--- config.mk ---
export PLATFORM = sky130hd
export DESIGN_NAME = spa_align
export DESIGN_NICKNAME = d
export VERILOG_FILES = /design/src/common/spa_pkg.sv /design/src/spa_align.sv /design/src/spa_edge_sync.sv
export SDC_FILE = /design/constraint.sdc
export NUM_CORES = 1
export LEC_CHECK = 0
export ABC_CLOCK_PERIOD_IN_PS = 5850
export BUFFER_PORTS_ARGS = -buffer_cell sky130_fd_sc_hd__buf_2
export CAP_MARGIN = 20
export CELL_PAD_IN_SITES_DETAIL_PLACEMENT = 1
export CELL_PAD_IN_SITES_GLOBAL_PLACEMENT = 2
export CORE_MARGIN = 3
export CORE_UTILIZATION = 34
export CTS_BUF_LIST = sky130_fd_sc_hd__clkbuf_4
export CTS_CLUSTER_SIZE = 10
export DETAILED_ROUTE_END_ITERATION = 7
export PLACE_DENSITY_LB_ADDON = 0.05
export SKIP_LAST_GASP = 1
export SYNTH_ARGS = -nofsm -noshare
export SYNTH_HDL_FRONTEND = slang
export SYNTH_SLANG_ARGS = --single-unit
--- constraint.sdc ---
create_clock -name clk_i -period 5.85 [get_ports clk_i]
set_clock_uncertainty 0.2 [all_clocks]
set_input_delay 0.585 -clock clk_i [delete_from_list [all_inputs] [get_ports clk_i]]
set_output_delay 0.585 -clock clk_i [all_outputs]
set_load 0.01 [all_outputs]
--- src/common/spa_pkg.sv ---
package spa_pkg;

    typedef logic [9:0]  spa_addr_t;
    typedef logic [31:0] spa_word_t;
    typedef logic [7:0]  spa_byte_t;

    // Register indices; byte address is four times the index
    localparam logic [7:0] IDX_IRQ_STAT = 8'h30;
    localparam logic [7:0] IDX_IRQ_MASK = 8'h31;
    localparam logic [7:0] IDX_WINDOW   = 8'h34;
    localparam logic [7:0] IDX_PREV_L   = 8'h38;
    localparam logic [7:0] IDX_PREV_H   = 8'h39;
    localparam logic [7:0] IDX_CONTROL  = 8'h3a;
    localparam logic [7:0] IDX_STATUS   = 8'h3b;
    localparam logic [7:0] IDX_PRES_L   = 8'h3c;
    localparam logic [7:0] IDX_PRES_H   = 8'h3d;

    // alignment_status fields
    localparam int ST_BUSY = 7;
    localparam int ST_LOCK = 3;
    localparam int ST_ROT  = 2;
    localparam int ST_WLIM = 1;
    localparam int ST_TRIP = 0;

    // Control register fields
    localparam int CTL_EN      = 7;
    localparam int CTL_ARM     = 6;
    localparam int CTL_CLRSTK  = 5;
    localparam int CTL_CLRPREV = 4;

    // Error flag fields of the high error registers
    localparam int FLG_BELOW = 7;
    localparam int FLG_ABOVE = 6;

    // Interrupt status and mask fields
    localparam int IRQ_TRIP = 0;
    localparam int IRQ_WLIM = 1;
    localparam int IRQ_ROT  = 2;
    localparam int IRQ_LOCK = 3;
    localparam int IRQ_W    = 4;

    localparam logic [3:0] MODE_ONESHOT  = 4'h1;
    localparam logic [3:0] MODE_CONT     = 4'h2;
    localparam logic [3:0] MODE_MONITOR  = 4'h8;
    localparam logic [3:0] MODE_ONE_MON  = 4'h9;

    localparam spa_byte_t RST_BYTE = 8'h00;
    localparam int        LOCAL_MULTIFRAME_CLOCK_W   = 4;
    localparam logic [LOCAL_MULTIFRAME_CLOCK_W-1:0] LOCAL_MULTIFRAME_CLOCK_ZERO   = 4'h0;
    localparam logic [LOCAL_MULTIFRAME_CLOCK_W-1:0] LOCAL_MULTIFRAME_CLOCK_STEP   = 4'h1;
    // Counter value two cycles after the sampled edge, so the edge lands on zero
    localparam logic [LOCAL_MULTIFRAME_CLOCK_W-1:0] LOCAL_MULTIFRAME_CLOCK_RELOAD = 4'h2;

    typedef struct packed {
        logic signed [3:0] err;
        logic              below;
        logic              above;
    } spa_meas_t;

    localparam spa_meas_t MEAS_ZERO = '0;

    typedef enum logic [1:0] {
        SPA_IDLE,
        SPA_WAIT,
        SPA_EVAL,
        SPA_MONITOR
    } spa_state_t;

endpackage : spa_pkg

--- src/spa_align.sv ---
// Implementation choice: the Wishbone interface to the registers.
`timescale 1ns/1ps
module spa_align (
    input  wire logic              clk_i,
    input  wire logic              rst_i,
    input  wire logic              wb_cyc_i,
    input  wire logic              wb_stb_i,
    input  wire logic              wb_we_i,
    input  wire logic [3:0]        wb_sel_i,
    input  wire spa_pkg::spa_addr_t wb_adr_i,
    input  wire spa_pkg::spa_word_t wb_dat_i,
    output spa_pkg::spa_word_t     wb_dat_o,
    output logic                   wb_ack_o,
    input  wire logic              sysref_i,
    output logic                   local_multiframe_clock_o,
    output logic                   irq_o
);
    import spa_pkg::*;

    function automatic spa_meas_t measure(input logic [LOCAL_MULTIFRAME_CLOCK_W-1:0] cnt, input logic [1:0] win);
        spa_meas_t m;
        logic signed [4:0] e;
        logic signed [4:0] w;
        m       = MEAS_ZERO;
        e       = signed'({cnt[LOCAL_MULTIFRAME_CLOCK_W-1], cnt});
        w       = signed'({3'b000, win});
        m.err   = signed'(cnt);
        m.below = (e < -w);
        m.above = (e > w);
        return m;
    endfunction : measure

    spa_state_t       state;
    spa_state_t       next_state;
    spa_byte_t        window_reg;
    spa_byte_t        control;
    spa_byte_t        control_prev;
    logic [IRQ_W-1:0] irq_stat;
    logic [IRQ_W-1:0] irq_mask;
    logic [LOCAL_MULTIFRAME_CLOCK_W-1:0] local_multiframe_clock_cnt;
    logic [LOCAL_MULTIFRAME_CLOCK_W-1:0] next_cnt;
    spa_meas_t        meas;
    spa_meas_t        present;
    spa_meas_t        previous;
    logic             armed;
    logic             lock;
    logic             wlim;
    logic             rotated;
    logic             tripped;

    // Bus decode
    wire        bus_req   = wb_cyc_i & wb_stb_i & ~wb_ack_o;
    wire        bus_wr    = bus_req & wb_we_i & wb_sel_i[0];
    wire        bus_rd    = bus_req & ~wb_we_i;
    wire [7:0]  bus_idx   = wb_adr_i[9:2];
    wire        wr_window = bus_wr & (bus_idx == IDX_WINDOW);
    wire        wr_ctrl   = bus_wr & (bus_idx == IDX_CONTROL);
    wire        wr_mask   = bus_wr & (bus_idx == IDX_IRQ_MASK);
    wire        rd_istat  = bus_rd & (bus_idx == IDX_IRQ_STAT);

    // Control decode
    wire [1:0]  tol_win      = window_reg[1:0];
    wire [3:0]  mode         = control[3:0];
    wire        enabled      = control[CTL_EN];
    wire        arm_rise     = control[CTL_ARM] & ~control_prev[CTL_ARM];
    wire        clr_stk_rise = control[CTL_CLRSTK] & ~control_prev[CTL_CLRSTK];
    wire        clr_prv_rise = control[CTL_CLRPREV] & ~control_prev[CTL_CLRPREV];
    wire        mode_one     = (mode == MODE_ONESHOT) | (mode == MODE_ONE_MON);
    wire        mode_cont    = (mode == MODE_CONT);
    wire        mode_mon     = (mode == MODE_MONITOR) | (mode == MODE_ONE_MON);

    logic sr_rise;

    spa_edge_sync u_sysref (
        .clk_i  (clk_i),
        .rst_i  (rst_i),
        .pin_i  (sysref_i),
        .rise_o (sr_rise)
    );

    // Measurement and adjustment decisions
    wire       meas_take  = sr_rise & ((state == SPA_WAIT) | (state == SPA_MONITOR));
    spa_meas_t meas_now;
    assign     meas_now   = measure(local_multiframe_clock_cnt, tol_win);
    wire       meas_out   = meas.below | meas.above;
    wire       do_adjust  = (state == SPA_EVAL) & meas_out;
    wire       trip_set   = sr_rise & (state == SPA_WAIT) & armed;
    wire       busy       = (state == SPA_WAIT) | (state == SPA_EVAL);
    wire       lock_gain  = enabled & ~lock & ((meas_take & ~(meas_now.below | meas_now.above)) | do_adjust);
    wire       wlim_set   = meas_take & (meas_now.below | meas_now.above);

    wire [IRQ_W-1:0] irq_set = {lock_gain, do_adjust, wlim_set, trip_set};

    // State machine
    always_comb begin
        next_state = state;
        case (state)
            SPA_IDLE: begin
                if (enabled & arm_rise & mode_one) begin
                    next_state = SPA_WAIT;
                end else if (enabled & mode_cont) begin
                    next_state = SPA_WAIT;
                end else if (enabled & (mode == MODE_MONITOR)) begin
                    next_state = SPA_MONITOR;
                end
            end
            SPA_WAIT: begin
                if (!enabled) begin
                    next_state = SPA_IDLE;
                end else if (sr_rise) begin
                    next_state = SPA_EVAL;
                end
            end
            SPA_EVAL: begin
                if (enabled & mode_cont) begin
                    next_state = SPA_WAIT;
                end else if (enabled & (mode == MODE_ONE_MON)) begin
                    next_state = SPA_MONITOR;
                end else begin
                    next_state = SPA_IDLE;
                end
            end
            SPA_MONITOR: begin
                if (!enabled | !mode_mon) begin
                    next_state = SPA_IDLE;
                end else if (arm_rise & (mode == MODE_ONE_MON)) begin
                    next_state = SPA_WAIT;
                end
            end
            default: next_state = SPA_IDLE;
        endcase
    end

    always_ff @(posedge clk_i) begin
        if (rst_i) begin
            state <= SPA_IDLE;
            armed <= 1'b0;
        end else begin
            state <= next_state;
            if (next_state == SPA_WAIT && arm_rise) begin
                armed <= 1'b1;
            end else if (state == SPA_EVAL || !enabled) begin
                armed <= 1'b0;
            end
        end
    end

    // Local multiframe clock, realigned on an adjustment
    assign next_cnt = do_adjust ? LOCAL_MULTIFRAME_CLOCK_RELOAD : local_multiframe_clock_cnt + LOCAL_MULTIFRAME_CLOCK_STEP;

    always_ff @(posedge clk_i) begin
        if (rst_i) begin
            local_multiframe_clock_cnt <= LOCAL_MULTIFRAME_CLOCK_ZERO;
            local_multiframe_clock_o   <= 1'b0;
        end else begin
            local_multiframe_clock_cnt <= next_cnt;
            local_multiframe_clock_o   <= (next_cnt == LOCAL_MULTIFRAME_CLOCK_ZERO);
        end
    end

    // Error records
    always_ff @(posedge clk_i) begin
        if (rst_i) begin
            meas     <= MEAS_ZERO;
            present  <= MEAS_ZERO;
            previous <= MEAS_ZERO;
        end else begin
            if (meas_take) begin
                meas    <= meas_now;
                present <= meas_now;
            end
            if (do_adjust) begin
                present  <= MEAS_ZERO;
                previous <= meas;
            end else if (clr_prv_rise) begin
                previous <= MEAS_ZERO;
            end
        end
    end

    // Status flags; a set wins over a sticky clear in the same cycle, but a disable clears lock even when set
    always_ff @(posedge clk_i) begin
        if (rst_i) begin
            lock    <= 1'b0;
            wlim    <= 1'b0;
            rotated <= 1'b0;
            tripped <= 1'b0;
        end else begin
            if (!enabled) begin
                lock <= 1'b0;
            end else if (do_adjust) begin
                lock <= 1'b1;
            end else if (meas_take) begin
                lock <= ~(meas_now.below | meas_now.above);
            end
            if (meas_take) begin
                wlim <= meas_now.below | meas_now.above;
            end
            rotated <= do_adjust | (rotated & ~clr_stk_rise);
            tripped <= trip_set | (tripped & ~clr_stk_rise);
        end
    end

    // Registers written by software
    always_ff @(posedge clk_i) begin
        if (rst_i) begin
            window_reg   <= RST_BYTE;
            control      <= RST_BYTE;
            control_prev <= RST_BYTE;
            irq_mask     <= '0;
        end else begin
            control_prev <= control;
            if (wr_window) begin
                window_reg <= {6'h00, wb_dat_i[1:0]};
            end
            if (wr_ctrl) begin
                control <= wb_dat_i[7:0];
            end
            if (wr_mask) begin
                irq_mask <= wb_dat_i[IRQ_W-1:0];
            end
        end
    end

    // Interrupt status clears on read, new events win
    always_ff @(posedge clk_i) begin
        if (rst_i) begin
            irq_stat <= '0;
        end else begin
            irq_stat <= irq_set | (rd_istat ? '0 : irq_stat);
        end
    end

    wire [IRQ_W-1:0] next_irq = irq_set | (rd_istat ? '0 : irq_stat);

    always_ff @(posedge clk_i) begin
        if (rst_i) begin
            irq_o <= 1'b0;
        end else begin
            irq_o <= |(next_irq & irq_mask);
        end
    end

    // Read mux; status reads leave every flag untouched
    wire spa_byte_t status_byte = {busy, 3'b000, lock, rotated, wlim, tripped};
    spa_byte_t rd_byte;

    always_comb begin
        case (bus_idx)
            IDX_IRQ_STAT: rd_byte = {4'h0, irq_stat};
            IDX_IRQ_MASK: rd_byte = {4'h0, irq_mask};
            IDX_WINDOW:   rd_byte = window_reg;
            IDX_PREV_L:   rd_byte = {4'h0, previous.err};
            IDX_PREV_H:   rd_byte = {previous.below, previous.above, 6'h00};
            IDX_CONTROL:  rd_byte = control;
            IDX_STATUS:   rd_byte = status_byte;
            IDX_PRES_L:   rd_byte = {4'h0, present.err};
            IDX_PRES_H:   rd_byte = {present.below, present.above, 6'h00};
            default:      rd_byte = RST_BYTE;
        endcase
    end

    always_ff @(posedge clk_i) begin
        if (rst_i) begin
            wb_ack_o <= 1'b0;
            wb_dat_o <= '0;
        end else begin
            wb_ack_o <= bus_req;
            if (bus_rd) begin
                wb_dat_o <= {24'h000000, rd_byte};
            end
        end
    end
endmodule : spa_align

--- src/spa_edge_sync.sv ---
`timescale 1ns/1ps
module spa_edge_sync (
    input  wire logic clk_i,
    input  wire logic rst_i,
    input  wire logic pin_i,
    output logic      rise_o
);
    import spa_pkg::*;

    logic meta;
    logic stable;
    logic last;

    always_ff @(posedge clk_i) begin
        if (rst_i) begin
            meta   <= 1'b0;
            stable <= 1'b0;
            last   <= 1'b0;
        end else begin
            meta   <= pin_i;
            stable <= meta;
            last   <= stable;
        end
    end

    assign rise_o = stable & ~last;

endmodule : spa_edge_sync

**After elaboration in Yosys (flattened, before gate mapping)**

Cells that the tools add are included.

- Register bits: 68
- Input port bits: 52
- Logic and storage cells: 131

- Bitwise logic cells: 51
- Multiplexer cells: 19
- Reduce and logical (&&, ||, !) cells: 12
- Order comparisons: 2
- Eq/ne operators: 17
- Add/subtract/negate cells: 2

Operators with widths:

| cell | count |
|---|---|
| equality test 8 x 6 -> 1 bit, second input constant | 9 |
| case mux 8 bit (9 select lines) | 1 |
| bitwise AND 1 bit | 29 |
| two-way mux 2 bit | 9 |
| two-way mux 6 bit | 2 |
| inverter 1 bit | 10 |
| bitwise OR 1 bit | 10 |
| equality test 4 bit, second input constant | 2 |
| two-way mux 4 bit | 2 |
| case mux 2 bit (4 select lines) | 1 |
| nonzero test 2 bit | 3 |
| less-than comparator 4 x 5 -> 1 bit | 1 |
| negator 2 -> 5 bit | 1 |
| adder 4 x 1 -> 4 bit, second input constant | 1 |
| bitwise AND 4 bit | 1 |
| equality test 2 x 1 -> 1 bit, second input constant | 2 |
| equality test 2 bit, second input constant | 2 |
| equality test 4 x 1 -> 1 bit, second input constant | 1 |
| equality test 4 x 2 -> 1 bit, second input constant | 1 |
| > comparator 4 x 3 -> 1 bit | 1 |
| logical NOT 4 bit | 1 |
| two-way mux 1 bit | 4 |
| bitwise OR 4 bit | 1 |
| OR reduction 2 bit | 2 |
| 5 further kinds | 6 |

**Longest topological paths before layout**

- Word-level depth: 10
- Mapped depth: 9

**Cells and area by module**

A second synthesis with hierarchy kept.

- Cells, all modules: 372
- Area total of the unflattened synthesis: 3,281.9 um^2

By module, submodules not included:

| module | cells an instance | area an instance (um^2) | instances |
|---|---|---|---|
| spa_align | 365 | 3,194.3 | 1 |
| spa_edge_sync | 7 | 87.6 | 1 |

**Worst setup path after synthesis**

Ideal clock, no wire load.

- Kind: in2reg
- From: input port wb_cyc_i
- To: register wb_dat_o[3]
- Slack: 3.769 ns
- Setup time: 0.070 ns
- Data arrival time: 1.810 ns
- Buffers on the path: 1
- Stages on the path: 6
- Cell sequence: nand2_1 -> or3_1 -> buf_6 -> a2111oi_4 -> a32oi_1 -> a21oi_1

- Cells in the longest elaborated chain, start to end: 3

Ends and longest elaborated chain:

| item | line | text |
|---|---|---|
| start, declared | spa_align.sv:6 | `input wire logic wb_cyc_i,` |
| bitwise AND 1 bit (2 in series) | spa_align.sv:52 | `wire bus_req = wb_cyc_i & wb_stb_i & ~wb_ack_o;` |
| bitwise AND 1 bit | spa_align.sv:54 | `wire bus_rd = bus_req & ~wb_we_i;` |
| end signal, assigned | spa_align.sv:270 | `wb_dat_o <= {24'h000000, rd_byte};` |
| end, declared | spa_align.sv:12 | `output spa_pkg::spa_word_t wb_dat_o,` |

Every way passes these cells.
A chain may end at the register's enable or synchronous reset.

**Worst setup path after layout**

- From: register state[1]
- To: register wlim

- Cells in the longest elaborated chain, start to end: 3

Ends and longest elaborated chain:

| item | line | text |
|---|---|---|
| start, declared | spa_align.sv:33 | `spa_state_t state;` |
| start signal, assigned | spa_align.sv:139 | `state <= next_state;` |
| equality test 2 x 1 -> 1 bit / equality test 2 bit (equally long branches) | spa_align.sv:82 | `wire meas_take = sr_rise & ((state == SPA_WAIT) \| (state == SPA_MONITOR));` |
| bitwise OR 1 bit (*) | spa_align.sv:82 |  |
| bitwise AND 1 bit (*) | spa_align.sv:82 |  |
| end signal, assigned | spa_align.sv:197 | `wlim <= meas_now.below \| meas_now.above;` |
| end, declared | spa_align.sv:47 | `logic wlim;` |

Every way passes the cells marked *; elsewhere a longest branch is shown, timed or not.

==> flow_summary.toml <==
[floorplanning]
die-width_um = 104
die_area_um2 = 10900
boundaryPins = 87
start_util_pct = 35.2
coreArea_um2 = 9330
fp.dieH_um = 104
rows = 35

[synthesis]
syn_area_um2 = 3280
synth_cell_type_count = 60
async_reset_ff_share_pct = 0
yosysWarnings = 0
postSynthAreaPerCell_um2 = 8.56
ys_seq_area_share_pct = 39.1
synth-seq-cells = 64
synthCells = 383
yosys_most_used_dff = "dfxtp_1"
synth_enable_flop_cells = 0

[cts]
clkLatencyLatePin_ns = 0.41
cts_buffer_depth = 2
numClockSinks = 64
cts_tree = "yes"
post-cts-setup-buffer-count = 0
path_clk_slew_ns = 0.11
cts-root-buf = "clkbuf_4"
cts_resized = 0
cts_buffers = 9
htreeDepth = 3
ctsHoldBuffers = 0

[global_route]
grt_overflow = 0
grt_max_degree = 59
grt_pass1_wl_um = 14600
grt_pass1_vias = 2768
antenna_found_initial = 0
track_usage_pct = 16.7

[timing]
fin_crit_ns = 2.49
post-route-period-util_pct = 42.6
hold_viol = 0
fmax_ghz = 0.402
finalSetupTns_ns = 0
drv_slew = 0
setup_violations = 0
relSlewSlack_pct = 31.7
worstMarginPinSlew_ns = 1.02
whs_ns = 0.192
rsz0062_at_grt = "no"
timing.final.ws_setup_ns = 3.36

[hold_path]
hold_path_class = "input port to register"

[routing]
vias = 2763
first_pass_iters = 4
wl_per_cell_um = 16.3
vias_per_cell = 5.08
finalWirelength_um = 8850
drt-initial-drc-count = 111
antenna_left = 0
route.detailed.drc = 0

[setup_path]
crit_family = "compound AO/OA/AOI/OAI gates"
critPathKind = "register to register"
cpMostUsedCell = "a211oi_1"
slowest_delay_ns = 0.81
start_kind = "register"
crit_arrival_ns = 2.61
crit_path_top_delay_cell = "o21ai_1"
crit_required_ns = 5.97
cp_cell_sequence = "inv_1 > ha_1 > o21ai_1 > a211oi_1 > and2_1 > a211oi_1"
cp_num_buf_inv = 1
crit_fanout = 13
endpoint_kind = "register"

[finish]
finalNetCount = 472
post-route-util_pct = 38.5
layout-drive-gt1-share_pct = 14.0
antennaDiodeCount = 0
final_cells = 544
syn_to_final_growth_pct = 9.42
top_regs = "control: 8 flops, wb_dat_o: 8 flops"

[power]
switching_power_mw = 0.209
p_sw_share_pct = 25.9
p_seq_share_pct = 55.1
clock_power_share_pct = 36.3
internal-power_mw = 0.599
p_comb_share_pct = 8.6
power_density_nw_per_um2 = 225
vdd_drop_max_mv = 0.115
leakage_nw = 1.42

[placement]
dp.cells = 528
gp_congestion = 0.767
dp_slack_ns = 3.32
port_buffers = 33
dp_hpwl_um = 6490

[status]
status = "finished clean"

[flow_run]
drv_cap = 0
power groups by stage:
stage | clock, mW | sequential [mW] | combinational [mW]
after floorplan | 0 | 0.453 | 0.0608
after global placement | 0 | 0.455 | 0.0683
after detailed placement | 0 | 0.455 | 0.0693
after CTS | 0.308 | 0.445 | 0.0696
after global routing | 0.328 | 0.447 | 0.0775
final | 0.294 | 0.445 | 0.0695
worst paths after layout:
path / from / end / slack (ns) / cells after the start
hold reg to reg: u_sysref.meta / u_sysref.stable / 0.25 / 1
setup / recovery: state[1] / wlim / 3.36 / 6
hold / removal: sysref_i / u_sysref.meta / 0.19 / 2
setup reg to reg: state[1] / wlim / 3.36 / 6
cell families (layout without fill, tap and decap cells):
kind of cell | count (synthesis) | count (layout) | synth area share [%]
xor gates and xnor gates | 3 | 3 | 0.801
muxes | 16 | 16 | 5.68
and+or+nand+nor | 155 | 155 | 24.8
buffers and inverters | 53 | 62 | 9.16
AOI/OAI and AO/OA | 81 | 81 | 16.6
DFF | 64 | 64 | 39.1
adders and majority gates | 10 | 10 | 3.82
other | 1 | 24 | 0.114
worst reg2reg max path: stages (launching register included):
cell	delay (ns)
dfxtp_1	0.44
inv_1	0.09
ha_1	0.26
o21ai_1	0.81
a211oi_1	0.17
and2_1	0.24
a211oi_1	0.19
metal layers:
metal  up-vias  part of all wire [%]  track usage (%)
met2        37                    48             27.6
met5         -                     0                0
met4         0                   1.2             4.56
met1      1343                    48             22.0
met3         9                   3.3             3.85
li1       1374                     -                -
cells in the mapped netlist (all sizes together), types with 4 or more instances:
cell type   n  area share [%]
a21oi      35             5.3
a22oi      10             2.3
a31oi       4            0.76
buf        29             6.4
clkbuf     14             1.6
dfxtp      64              39
ha         10             3.8
inv        10             1.1
mux2i      13             4.0
nand2      42             4.8
nand3      17             2.6
nor2       28             3.2
nor2b      13             2.5
nor3       14             2.1
nor3b       4            0.92
nor4        4            0.76
o21ai       4            0.61
cells in the final DEF (no fill, tap or decap), types with 3 or more instances in the layout:
cell      netlist  final
nor2_1         28     28
ha_1           10     10
dfxtp_1        64     64
a22oi_1        10     10
nand3_1        17     17
nand2_1        42     42
a21oi_1        35     35
a31oi_1         4      4
xor2_1          3      3
mux2i_1        13     13
nor3_1         14     14
a32oi_1         3      3
nand4_1         3      3
nor4_1          4      3
inv_1          10     10
buf_4          24      3
nand2b_1        3      3
a21o_1          3      3
o32ai_1         3      3
nor3b_1         4      4
and3b_1         3      3
o21ai_1         3      3
conb_1          1     24
clkbuf_4        0     11
nor2b_1        13     13
buf_2           3     33
nand4b_1        3      3
and2_1          3      3
or3_1           3      3
stage by stage:
step,area [um^2],total power [mW]
floorplan,3370,0.514
global placement,3460,0.524
detailed placement,3460,0.525
CTS,3590,0.823
global route,3590,0.852
finish,3590,0.809
final cells by class:
| type | count | area, um^2 |
|---|---|---|
| Sequential cell | 64 | 1280 |
| Inverter | 10 | 37.5 |
| Multi-Input combinational cell | 289 | 1790 |
| Fill cell | 1160 | 5740 |
| Clock buffer | 11 | 82.6 |
| Clock inverter | 5 | 47.5 |
| Tap cell | 129 | 161 |
| Timing Repair Buffer | 36 | 188 |
No activity file was read; power rests on OpenSTA's default activity.
